### config.mk
export PLATFORM = sky130hd
export DESIGN_NAME = stpq_ctrl
export DESIGN_NICKNAME = d
export VERILOG_FILES = /design/src/stpq_pkg.sv /design/src/stpq_seq_table.sv /design/src/stpq_ctrl.sv
export SDC_FILE = /design/constraint.sdc
export NUM_CORES = 1
export LEC_CHECK = 0
export ABC_AREA = 1
export BUFFER_PORTS_ARGS = -buffer_cell sky130_fd_sc_hd__buf_2
export CAP_MARGIN = 15
export CORE_AREA = 2 2 111 113
export DETAILED_ROUTE_END_ITERATION = 8
export DIE_AREA = 0 0 113 115
export GPL_TIMING_DRIVEN = 0
export PLACE_DENSITY = 0.76
export RECOVER_POWER = 50
export SYNTH_ARGS = -nofsm -noshare
export SYNTH_HDL_FRONTEND = slang
export SYNTH_SLANG_ARGS = --single-unit
### constraint.sdc
create_clock -name hclk -period 3.3 [get_ports hclk]
set_clock_uncertainty 0.1 [all_clocks]
set_input_delay 0.33 -clock hclk [delete_from_list [all_inputs] [get_ports hclk]]
set_output_delay 0.33 -clock hclk [all_outputs]
set_load 0.05 [all_outputs]
### src/stpq_pkg.sv
package stpq_pkg;
    localparam int unsigned CLK_PERIOD_NS  = 100;
    // longest through-current guard of the driver: polarity change, sink on
    localparam int unsigned STEP_GAP_NS    = 10000;
    localparam int unsigned STEP_GAP_CYC   =
        (STEP_GAP_NS + CLK_PERIOD_NS - 1) / CLK_PERIOD_NS;

    localparam int unsigned ADDR_W         = 8;
    localparam logic [7:0]  OFS_CTRL       = 8'h00;
    localparam logic [7:0]  OFS_STEP       = 8'h04;
    localparam logic [7:0]  OFS_PERIOD     = 8'h08;
    localparam logic [7:0]  OFS_STATUS     = 8'h0C;

    localparam int unsigned CTRL_DRIVE_BIT   = 0;
    localparam int unsigned CTRL_QUARTER_BIT = 1;
    localparam int unsigned CTRL_REVERSE_BIT = 2;
    localparam int unsigned CTRL_W           = 3;
    localparam logic [2:0]  CTRL_RST         = 3'h0;

    localparam int unsigned STAT_POS_LSB   = 0;
    localparam int unsigned STAT_BUSY_BIT  = 4;
    localparam int unsigned STAT_PINS_LSB  = 8;

    localparam int unsigned CNT_W          = 16;
    localparam logic [15:0] PERIOD_RST     = 16'(STEP_GAP_CYC);
    localparam logic [15:0] PERIOD_MIN     = 16'(STEP_GAP_CYC);

    // {level_sel_high, level_sel_low}
    localparam logic [1:0]  LVL_FULL       = 2'h0;
    localparam logic [1:0]  LVL_TWO_THIRD  = 2'h1;
    localparam logic [1:0]  LVL_ONE_THIRD  = 2'h2;
    localparam logic [1:0]  LVL_ZERO       = 2'h3;

    localparam logic [1:0]  HTRANS_NONSEQ  = 2'h2;
    localparam logic [1:0]  HRESP_OKAY     = 2'h0;

    typedef struct packed {
        logic winding_a_polarity;
        logic winding_a_level_sel_high;
        logic winding_a_level_sel_low;
        logic winding_a_output_disable;
        logic winding_b_polarity;
        logic winding_b_level_sel_high;
        logic winding_b_level_sel_low;
        logic winding_b_output_disable;
    } stpq_pins_s;

    localparam stpq_pins_s PINS_RST = 8'h77;

    typedef struct packed {
        logic [1:0] a_level;
        logic       a_polarity;
        logic [1:0] b_level;
        logic       b_polarity;
    } stpq_phase_s;
endpackage : stpq_pkg

### src/stpq_seq_table.sv
`timescale 1ns/1ps
module stpq_seq_table (
    input  wire logic [3:0]           pos,
    output stpq_pkg::stpq_phase_s     phase
);
    // position is in quarter steps; half-step state k sits at position 2k
    function automatic logic [1:0] magnitude(input logic [2:0] p);
        unique case (p)
            3'h0, 3'h1, 3'h7: magnitude = stpq_pkg::LVL_FULL;
            3'h2, 3'h6:       magnitude = stpq_pkg::LVL_TWO_THIRD;
            3'h3, 3'h5:       magnitude = stpq_pkg::LVL_ONE_THIRD;
            3'h4:             magnitude = stpq_pkg::LVL_ZERO;
        endcase
    endfunction : magnitude

    logic [2:0] b_pos;

    always_comb begin
        b_pos            = 3'(pos[2:0] + 3'h4);
        phase.a_level    = magnitude(pos[2:0]);
        phase.b_level    = magnitude(b_pos);
        // polarity order of the full cycle; A's off positions 4 and 12 and B's off positions 0 and 8 unused
        phase.a_polarity = (pos >= 4'h5) && (pos <= 4'hB);
        phase.b_polarity = pos[3];
    end
endmodule : stpq_seq_table

### src/stpq_ctrl.sv
`timescale 1ns/1ps
module stpq_ctrl (
    input  wire logic                 hclk,
    input  wire logic                 hresetn,
    input  wire logic                 hsel,
    input  wire logic [31:0]          haddr,
    input  wire logic [1:0]           htrans,
    input  wire logic                 hwrite,
    input  wire logic [2:0]           hsize,
    input  wire logic [31:0]          hwdata,
    input  wire logic                 hready,
    output logic                      hreadyout,
    output logic [1:0]                hresp,
    output logic [31:0]               hrdata,
    output stpq_pkg::stpq_pins_s      pins
);
    typedef struct packed {
        logic                        dp_write;
        logic [stpq_pkg::ADDR_W-1:0] dp_addr;
        logic [31:0]                 rdata;
        logic [stpq_pkg::CTRL_W-1:0] ctrl;
        logic [stpq_pkg::CNT_W-1:0]  period;
        logic [stpq_pkg::CNT_W-1:0]  remaining;
        logic [stpq_pkg::CNT_W-1:0]  timer;
        logic [3:0]                  pos;
        stpq_pkg::stpq_pins_s        pins;
    } stpq_state_s;

    localparam stpq_state_s STATE_RST = '{
        dp_write:  1'b0,
        dp_addr:   '0,
        rdata:     32'h0000_0000,
        ctrl:      stpq_pkg::CTRL_RST,
        period:    stpq_pkg::PERIOD_RST,
        remaining: 16'h0000,
        timer:     16'h0000,
        pos:       4'h0,
        pins:      stpq_pkg::PINS_RST
    };

    stpq_state_s           state_reg;
    stpq_state_s           state_next;
    stpq_pkg::stpq_phase_s phase;
    logic                  drive_on;
    logic                  quarter;
    logic                  reverse;
    logic                  busy;
    logic                  step_fire;
    logic                  addr_take;
    logic [15:0]           gap;
    logic [31:0]           read_value;

    assign drive_on  = state_reg.ctrl[stpq_pkg::CTRL_DRIVE_BIT];
    assign quarter   = state_reg.ctrl[stpq_pkg::CTRL_QUARTER_BIT];
    assign reverse   = state_reg.ctrl[stpq_pkg::CTRL_REVERSE_BIT];
    assign busy      = state_reg.remaining != 16'h0000;
    assign addr_take = hsel && hready && htrans == stpq_pkg::HTRANS_NONSEQ;
    // short periods are stretched so the driver's guard delays always settle
    assign gap       = (state_reg.period < stpq_pkg::PERIOD_MIN)
                     ? stpq_pkg::PERIOD_MIN : state_reg.period;
    assign step_fire = drive_on && busy && state_reg.timer == 16'h0000;

    assign hreadyout = 1'b1;
    assign hresp     = stpq_pkg::HRESP_OKAY;
    assign hrdata    = state_reg.rdata;
    assign pins      = state_reg.pins;

    stpq_seq_table stpq_seq_table_inst (
        .pos   (state_next.pos),
        .phase (phase)
    );

    always_comb begin
        read_value = 32'h0000_0000;
        unique case (haddr[stpq_pkg::ADDR_W-1:0])
            stpq_pkg::OFS_CTRL:   read_value[2:0]  = state_reg.ctrl;
            stpq_pkg::OFS_STEP:   read_value[15:0] = state_reg.remaining;
            stpq_pkg::OFS_PERIOD: read_value[15:0] = state_reg.period;
            stpq_pkg::OFS_STATUS: begin
                read_value[stpq_pkg::STAT_POS_LSB +: 4] = state_reg.pos;
                read_value[stpq_pkg::STAT_BUSY_BIT]     = busy;
                read_value[stpq_pkg::STAT_PINS_LSB +: 8] = state_reg.pins;
            end
            default:              read_value = 32'h0000_0000;
        endcase
    end

    always_comb begin
        state_next = state_reg;

        // step engine
        if (state_reg.timer != 16'h0000) begin
            state_next.timer = state_reg.timer - 16'h0001;
        end
        if (step_fire) begin
            state_next.remaining = state_reg.remaining - 16'h0001;
            state_next.timer     = gap - 16'h0001;
            if (quarter) begin
                state_next.pos = reverse ? 4'(state_reg.pos - 4'h1)
                                         : 4'(state_reg.pos + 4'h1);
            end else begin
                // half steps land on even positions, wrapping over eight
                state_next.pos = reverse
                    ? {3'(state_reg.pos[3:1] - 3'h1), 1'b0}
                    : {3'(state_reg.pos[3:1] + 3'h1), 1'b0};
            end
        end

        // bus data phase; a count written while stepping adds to the backlog
        state_next.dp_write = addr_take && hwrite;
        state_next.dp_addr  = haddr[stpq_pkg::ADDR_W-1:0];
        if (addr_take && !hwrite) begin
            state_next.rdata = read_value;
        end
        if (state_reg.dp_write) begin
            unique case (state_reg.dp_addr)
                stpq_pkg::OFS_CTRL:   state_next.ctrl   = hwdata[2:0];
                stpq_pkg::OFS_PERIOD: state_next.period = hwdata[15:0];
                stpq_pkg::OFS_STEP:   state_next.remaining =
                    16'(state_next.remaining + hwdata[15:0]);
                default:              ;
            endcase
        end

        // pin drive: the level code alone sets each winding's current;
        // hold current is never reduced; an idle motor keeps its table level
        state_next.pins.winding_a_level_sel_high = phase.a_level[1];
        state_next.pins.winding_a_level_sel_low  = phase.a_level[0];
        state_next.pins.winding_b_level_sel_high = phase.b_level[1];
        state_next.pins.winding_b_level_sel_low  = phase.b_level[0];
        // an off winding keeps its old polarity, so it flips on leaving the off state,
        // when its current starts from zero, or when a reverse half step from an odd position skips that state
        if (phase.a_level != stpq_pkg::LVL_ZERO) begin
            state_next.pins.winding_a_polarity = phase.a_polarity;
        end
        if (phase.b_level != stpq_pkg::LVL_ZERO) begin
            state_next.pins.winding_b_polarity = phase.b_polarity;
        end
        // disables stay low for the whole run; drive off parks both windings
        state_next.pins.winding_a_output_disable =
            !state_next.ctrl[stpq_pkg::CTRL_DRIVE_BIT];
        state_next.pins.winding_b_output_disable =
            !state_next.ctrl[stpq_pkg::CTRL_DRIVE_BIT];
    end

    always_ff @(posedge hclk or negedge hresetn) begin
        if (!hresetn) begin
            state_reg <= STATE_RST;
        end else begin
            state_reg <= state_next;
        end
    end
endmodule : stpq_ctrl

==> results.env <==
CLOCK_INSERTION_DELAY_WORST_SKEW_NS=0.36
FINALWORSTPATHREQUIREDPERIOD_NS=3.27
MAX-CLOCK-PATH-BUFFERS=2
IOS=117
LEAKAGE_nW=3.68
NUMBER_OF_GLOBAL_ROUTE_VIAS_BEFORE_REPAIR=5038
GR-USAGE-ALL-LAYERS_PCT=24.2
DP_CELLS=1007
CP_DATA_REQUIRED_TIME_NS=3.47
INITIAL_UTILIZATION_PCT=49.8
CTS_BUF_COUNT=9
AREA_GROWTH_PCT=25.0
SYNTH_EDF_COUNT=0
FIRST_ITER_VIOLATIONS=421
WORSTSETUPSTARTPOINT='state_reg[34]'
HOLD_PATH.STARTPOINT='haddr[2]'
POST-ROUTE-DRC-COUNT=5
POWER-PER-CELL-AREA_nW_PER_UM2=466
TIMING.FINAL.CRIT_SHARE_PCT=99.1
NUMBER_OF_ANTENNA_VIOLATIONS_AT_THE_FIRST_CHECK_IN_GLOBAL_ROUTING=0
CLK_SLEW_ON_WORST_S_H_PATHS_NS=0.07
DRIVE_GT1_SHARE_PCT=26.8
LARGEST_REG_FLOPS=61
TIMING.CRITICAL_PATH.ARRIVAL_NS=3.44
SYNTHESIS.AREA_UM2=5880
CRIT_TYPE='reg -> reg'
MAX-SLEW-MARGIN-REL_PCT=-28.5
LAYOUTNONFILLERINSTCOUNT=1067
ROOT_BUFFER='sky130_fd_sc_hd__clkbuf_16'
YOSYSUNIQUECELLTYPES=48
REGTOREGENDPOINT='state_reg[40]'
POST-SYNTH-TOP-AREA-CELL='sky130_fd_sc_hd__dfrtp_1'
VIA_PER_INST=5.28
MAXCAPVIOLATIONS=1
PLACEMENTROWS=40
VIOLATED_CHECKS='DRC, capacitance limit, slew limit'
TRITONCTS='yes'
GPL.FINAL_WEIGHTED_CONGESTION=0.942
DIE_W_UM=113
END_KIND='flop'
OUTCOME='finished with violations'
P_COMB_SHARE_PCT=29.2
POST_DRT_ANTENNA_NETS=0
POWER_SWITCHING_SHARE_PCT=34.0
TIMING.HOLD.WORST.CLASS='in -> reg'
REG2REG_SETUP_SLACK_NS=0.03
PLACE.PORT_BUFFERS=54
WORST_SLEW_PIN_SLEW_NS=1.93
DRTPASS1ITERATIONS=7
SYNTH-WARNING-COUNT=0
YOSYS_REGISTER_BITS=87
DIE_AREA_UM2=13000
CRITICAL_PATH.REG2REG.STARTPOINT='state_reg[34]'
TRITONCTS_NUM_SINKS=87
WL_PER_CELL_UM=15.1
GRT_MAX_DEGREE=52
DRV_SLEW=38
SYNTHDOMINANTCELLAREASHARE_PCT=33.6
SYNTHCELLS=788
SYNTH_COMMONEST_CELLS='sky130_fd_sc_hd__nand2_1 (175), sky130_fd_sc_hd__inv_1 (102), sky130_fd_sc_hd__nor2_1 (95), sky130_fd_sc_hd__dfrtp_1 (79), sky130_fd_sc_hd__o21ai_0 (60)'
POST-DP-HPWL_UM=11400
FIN_WORST_HOLD_SLACK_NS=0.0709
TIMING.FINAL.HOLD_VIOLATIONS=0
POWER_FRAC_CLOCK_PCT=34.3
POWER_FRAC_SEQ_PCT=36.4
SYNTH_MOST_COMMON_CELL='sky130_fd_sc_hd__nand2_1'
CRITICAL_PATH.ENDPOINT='state_reg[40]'
ROUTE.VIAS.TOTAL=5633
RSZ0062_AT_GRT='yes'
CP-START-KIND='flop'
SYNTH.AVG_CELL_AREA_UM2=7.47
GRT_FIRST_PASS_WIRELENGTH_UM=24600
POWER_REPORT.INTERNAL_TOTAL_mW=2.26
FINAL_GLOBAL_ROUTE_OVERFLOW_TOTAL=0
ANTENNADIODECOUNT=0
TOTAL_SWITCHING_POWER_mW=1.16
DIE_Y_UM=115
MAXCLOCKFREQUENCY_MHz=306
WORST_CASE_VDD_IR_DROP_V=0.000269
REG2REGPATHDEPTH=20
SYNTH_AREA_LEADERS='sky130_fd_sc_hd__dfrtp_1 (34%), sky130_fd_sc_hd__nand2_1 (11%), sky130_fd_sc_hd__inv_1 (6.5%)'
FINISH.NET_COUNT=1015
SYNTH-ASYNC-RESET-RATIO_PCT=100
SYNTH_SEQUENTIAL_AREA_RATIO_PCT=37.2
CORE_AREA_UM2=11800
YOSYS_MOST_USED_DFF='sky130_fd_sc_hd__dfrtp_1'
REPORT.FINAL.SETUP_VIOL=0
ROUTE.FINAL.WIRE_LENGTH_UM=16100
CRITICAL_PATH.MAX_FANOUT=5
CTS.HTREE.LEVELS=3
[power by group through the flow]
stage                     clock network (mW)  registers [mW]  logic [mW]
after floorplan                            0            1.25       0.744
after global placement                     0            1.26       0.919
after detailed placement                   0            1.27       0.936
after CTS                               1.18            1.25       0.961
after global routing                    1.22            1.26        1.13
final                                   1.18            1.25        1.00
[cell type report]
class,instances,area (um^2)
timing repair buffer,100,631
sequential,87,2200
multi-input combinational,559,3220
fill,1018,4460
inverter,105,397
tap,147,184
buffer,53,373
clock buffer,10,229
clock inverter,6,116
[worst max-delay path, cell delays in order, from the launching register on]
cell,delay (ns)
sky130_fd_sc_hd__dfrtp_1,0.40
sky130_fd_sc_hd__nor2_1,0.22
sky130_fd_sc_hd__nand2_2,0.11
sky130_fd_sc_hd__nor2_4,0.16
sky130_fd_sc_hd__nand2_4,0.09
sky130_fd_sc_hd__nand2_8,0.08
sky130_fd_sc_hd__nor2_8,0.06
sky130_fd_sc_hd__buf_8,0.13
sky130_fd_sc_hd__xor2_2,0.18
sky130_fd_sc_hd__ha_2,0.22
sky130_fd_sc_hd__inv_2,0.04
sky130_fd_sc_hd__fa_2,0.34
sky130_fd_sc_hd__nand3b_1,0.20
sky130_fd_sc_hd__nand2_2,0.11
sky130_fd_sc_hd__a21oi_4,0.08
sky130_fd_sc_hd__o21ai_4,0.16
sky130_fd_sc_hd__inv_1,0.07
sky130_fd_sc_hd__o21ai_2,0.12
sky130_fd_sc_hd__xor2_1,0.14
sky130_fd_sc_hd__nand2_1,0.07
sky130_fd_sc_hd__o21ai_1,0.09
[layout by cell type, fill, tap and decap left out, types with 5 or more instances in the layout]
master and count:
sky130_fd_sc_hd__nor4_1 5, sky130_fd_sc_hd__inv_1 97, sky130_fd_sc_hd__o21ai_2 5, sky130_fd_sc_hd__nand2_2 11
sky130_fd_sc_hd__o21ai_0 50, sky130_fd_sc_hd__nand4_1 9, sky130_fd_sc_hd__a21oi_1 43, sky130_fd_sc_hd__dfrtp_1 68
sky130_fd_sc_hd__conb_1 19, sky130_fd_sc_hd__xor2_1 10, sky130_fd_sc_hd__clkbuf_16 9, sky130_fd_sc_hd__inv_2 5
sky130_fd_sc_hd__a21oi_2 5, sky130_fd_sc_hd__nor2_1 86, sky130_fd_sc_hd__dfrtp_2 11, sky130_fd_sc_hd__nor2_4 10
sky130_fd_sc_hd__ha_1 19, sky130_fd_sc_hd__nand3_1 27, sky130_fd_sc_hd__nand2_1 171, sky130_fd_sc_hd__dfstp_2 8
sky130_fd_sc_hd__xnor2_1 8, sky130_fd_sc_hd__nor2_2 10, sky130_fd_sc_hd__dlygate4sd3_1 7, sky130_fd_sc_hd__buf_4 80
sky130_fd_sc_hd__buf_2 50, sky130_fd_sc_hd__a221oi_1 10, sky130_fd_sc_hd__o21ai_1 6, sky130_fd_sc_hd__clkbuf_1 13
[what timing repair did]
| item | 4_1_cts | 5_1_grt |
|---|---|---|
| setup buffers | 13 | 25 |
| hold buffers | 6 | 1 |
| endpoints found under the hold margin | 37 | 1 |
| pin swaps | 10 | 16 |
| endpoints found under the setup margin | 10 | 9 |
| gates cloned | 0 | 1 |
| gates resized for setup | 18 | 50 |
[metal layers]
layer	part of all wire [%]	vias up	track usage [%]
li1	-	2734	-
met5	0	-	0
met3	5.8	61	2.85
met4	3.3	0	8.94
met2	47	239	40.5
met1	44	2599	32.5
[how the worst min path moves through the flow]
stage	end	cells after the start
final	state_reg[97]	1
after global placement	state_reg[96]	1
after CTS	state_reg[100]	1
after floorplan	drive_on	0
after detailed placement	state_reg[10]	1
after global routing	state_reg[97]	1
[cells by family (layout without fill, tap and decap cells)]
logic type                 Yosys count  in the layout  share of synthesized area [%]
adders and majority gates           26             26                           5.91
and+or+nand+nor                    349            350                           26.2
DFF                                 87             87                           37.2
buffers and inverters              160            274                           13.4
xor gates and xnor gates            22             22                           3.28
muxes                                3              3                          0.574
other                                2             19                          0.128
AOI/OAI and AO/OA                  139            139                           13.3
[through the flow]
step	power [mW]	instance area [um^2]	TNS (ns)	utilization [%]	worst slack, ns
after floorplan	1.99	5980	-0.0614	-	-0.0404
after global placement	2.18	6440	-3.70	54.5	-0.552
after detailed placement	2.20	6470	-4.05	54.8	-0.604
after CTS	3.39	6990	0	59.2	0.00339
after global routing	3.61	7350	-3.54	62.3	-0.197
final	3.43	7350	0	62.3	0.0281
(Power assumes the default switching activity.)
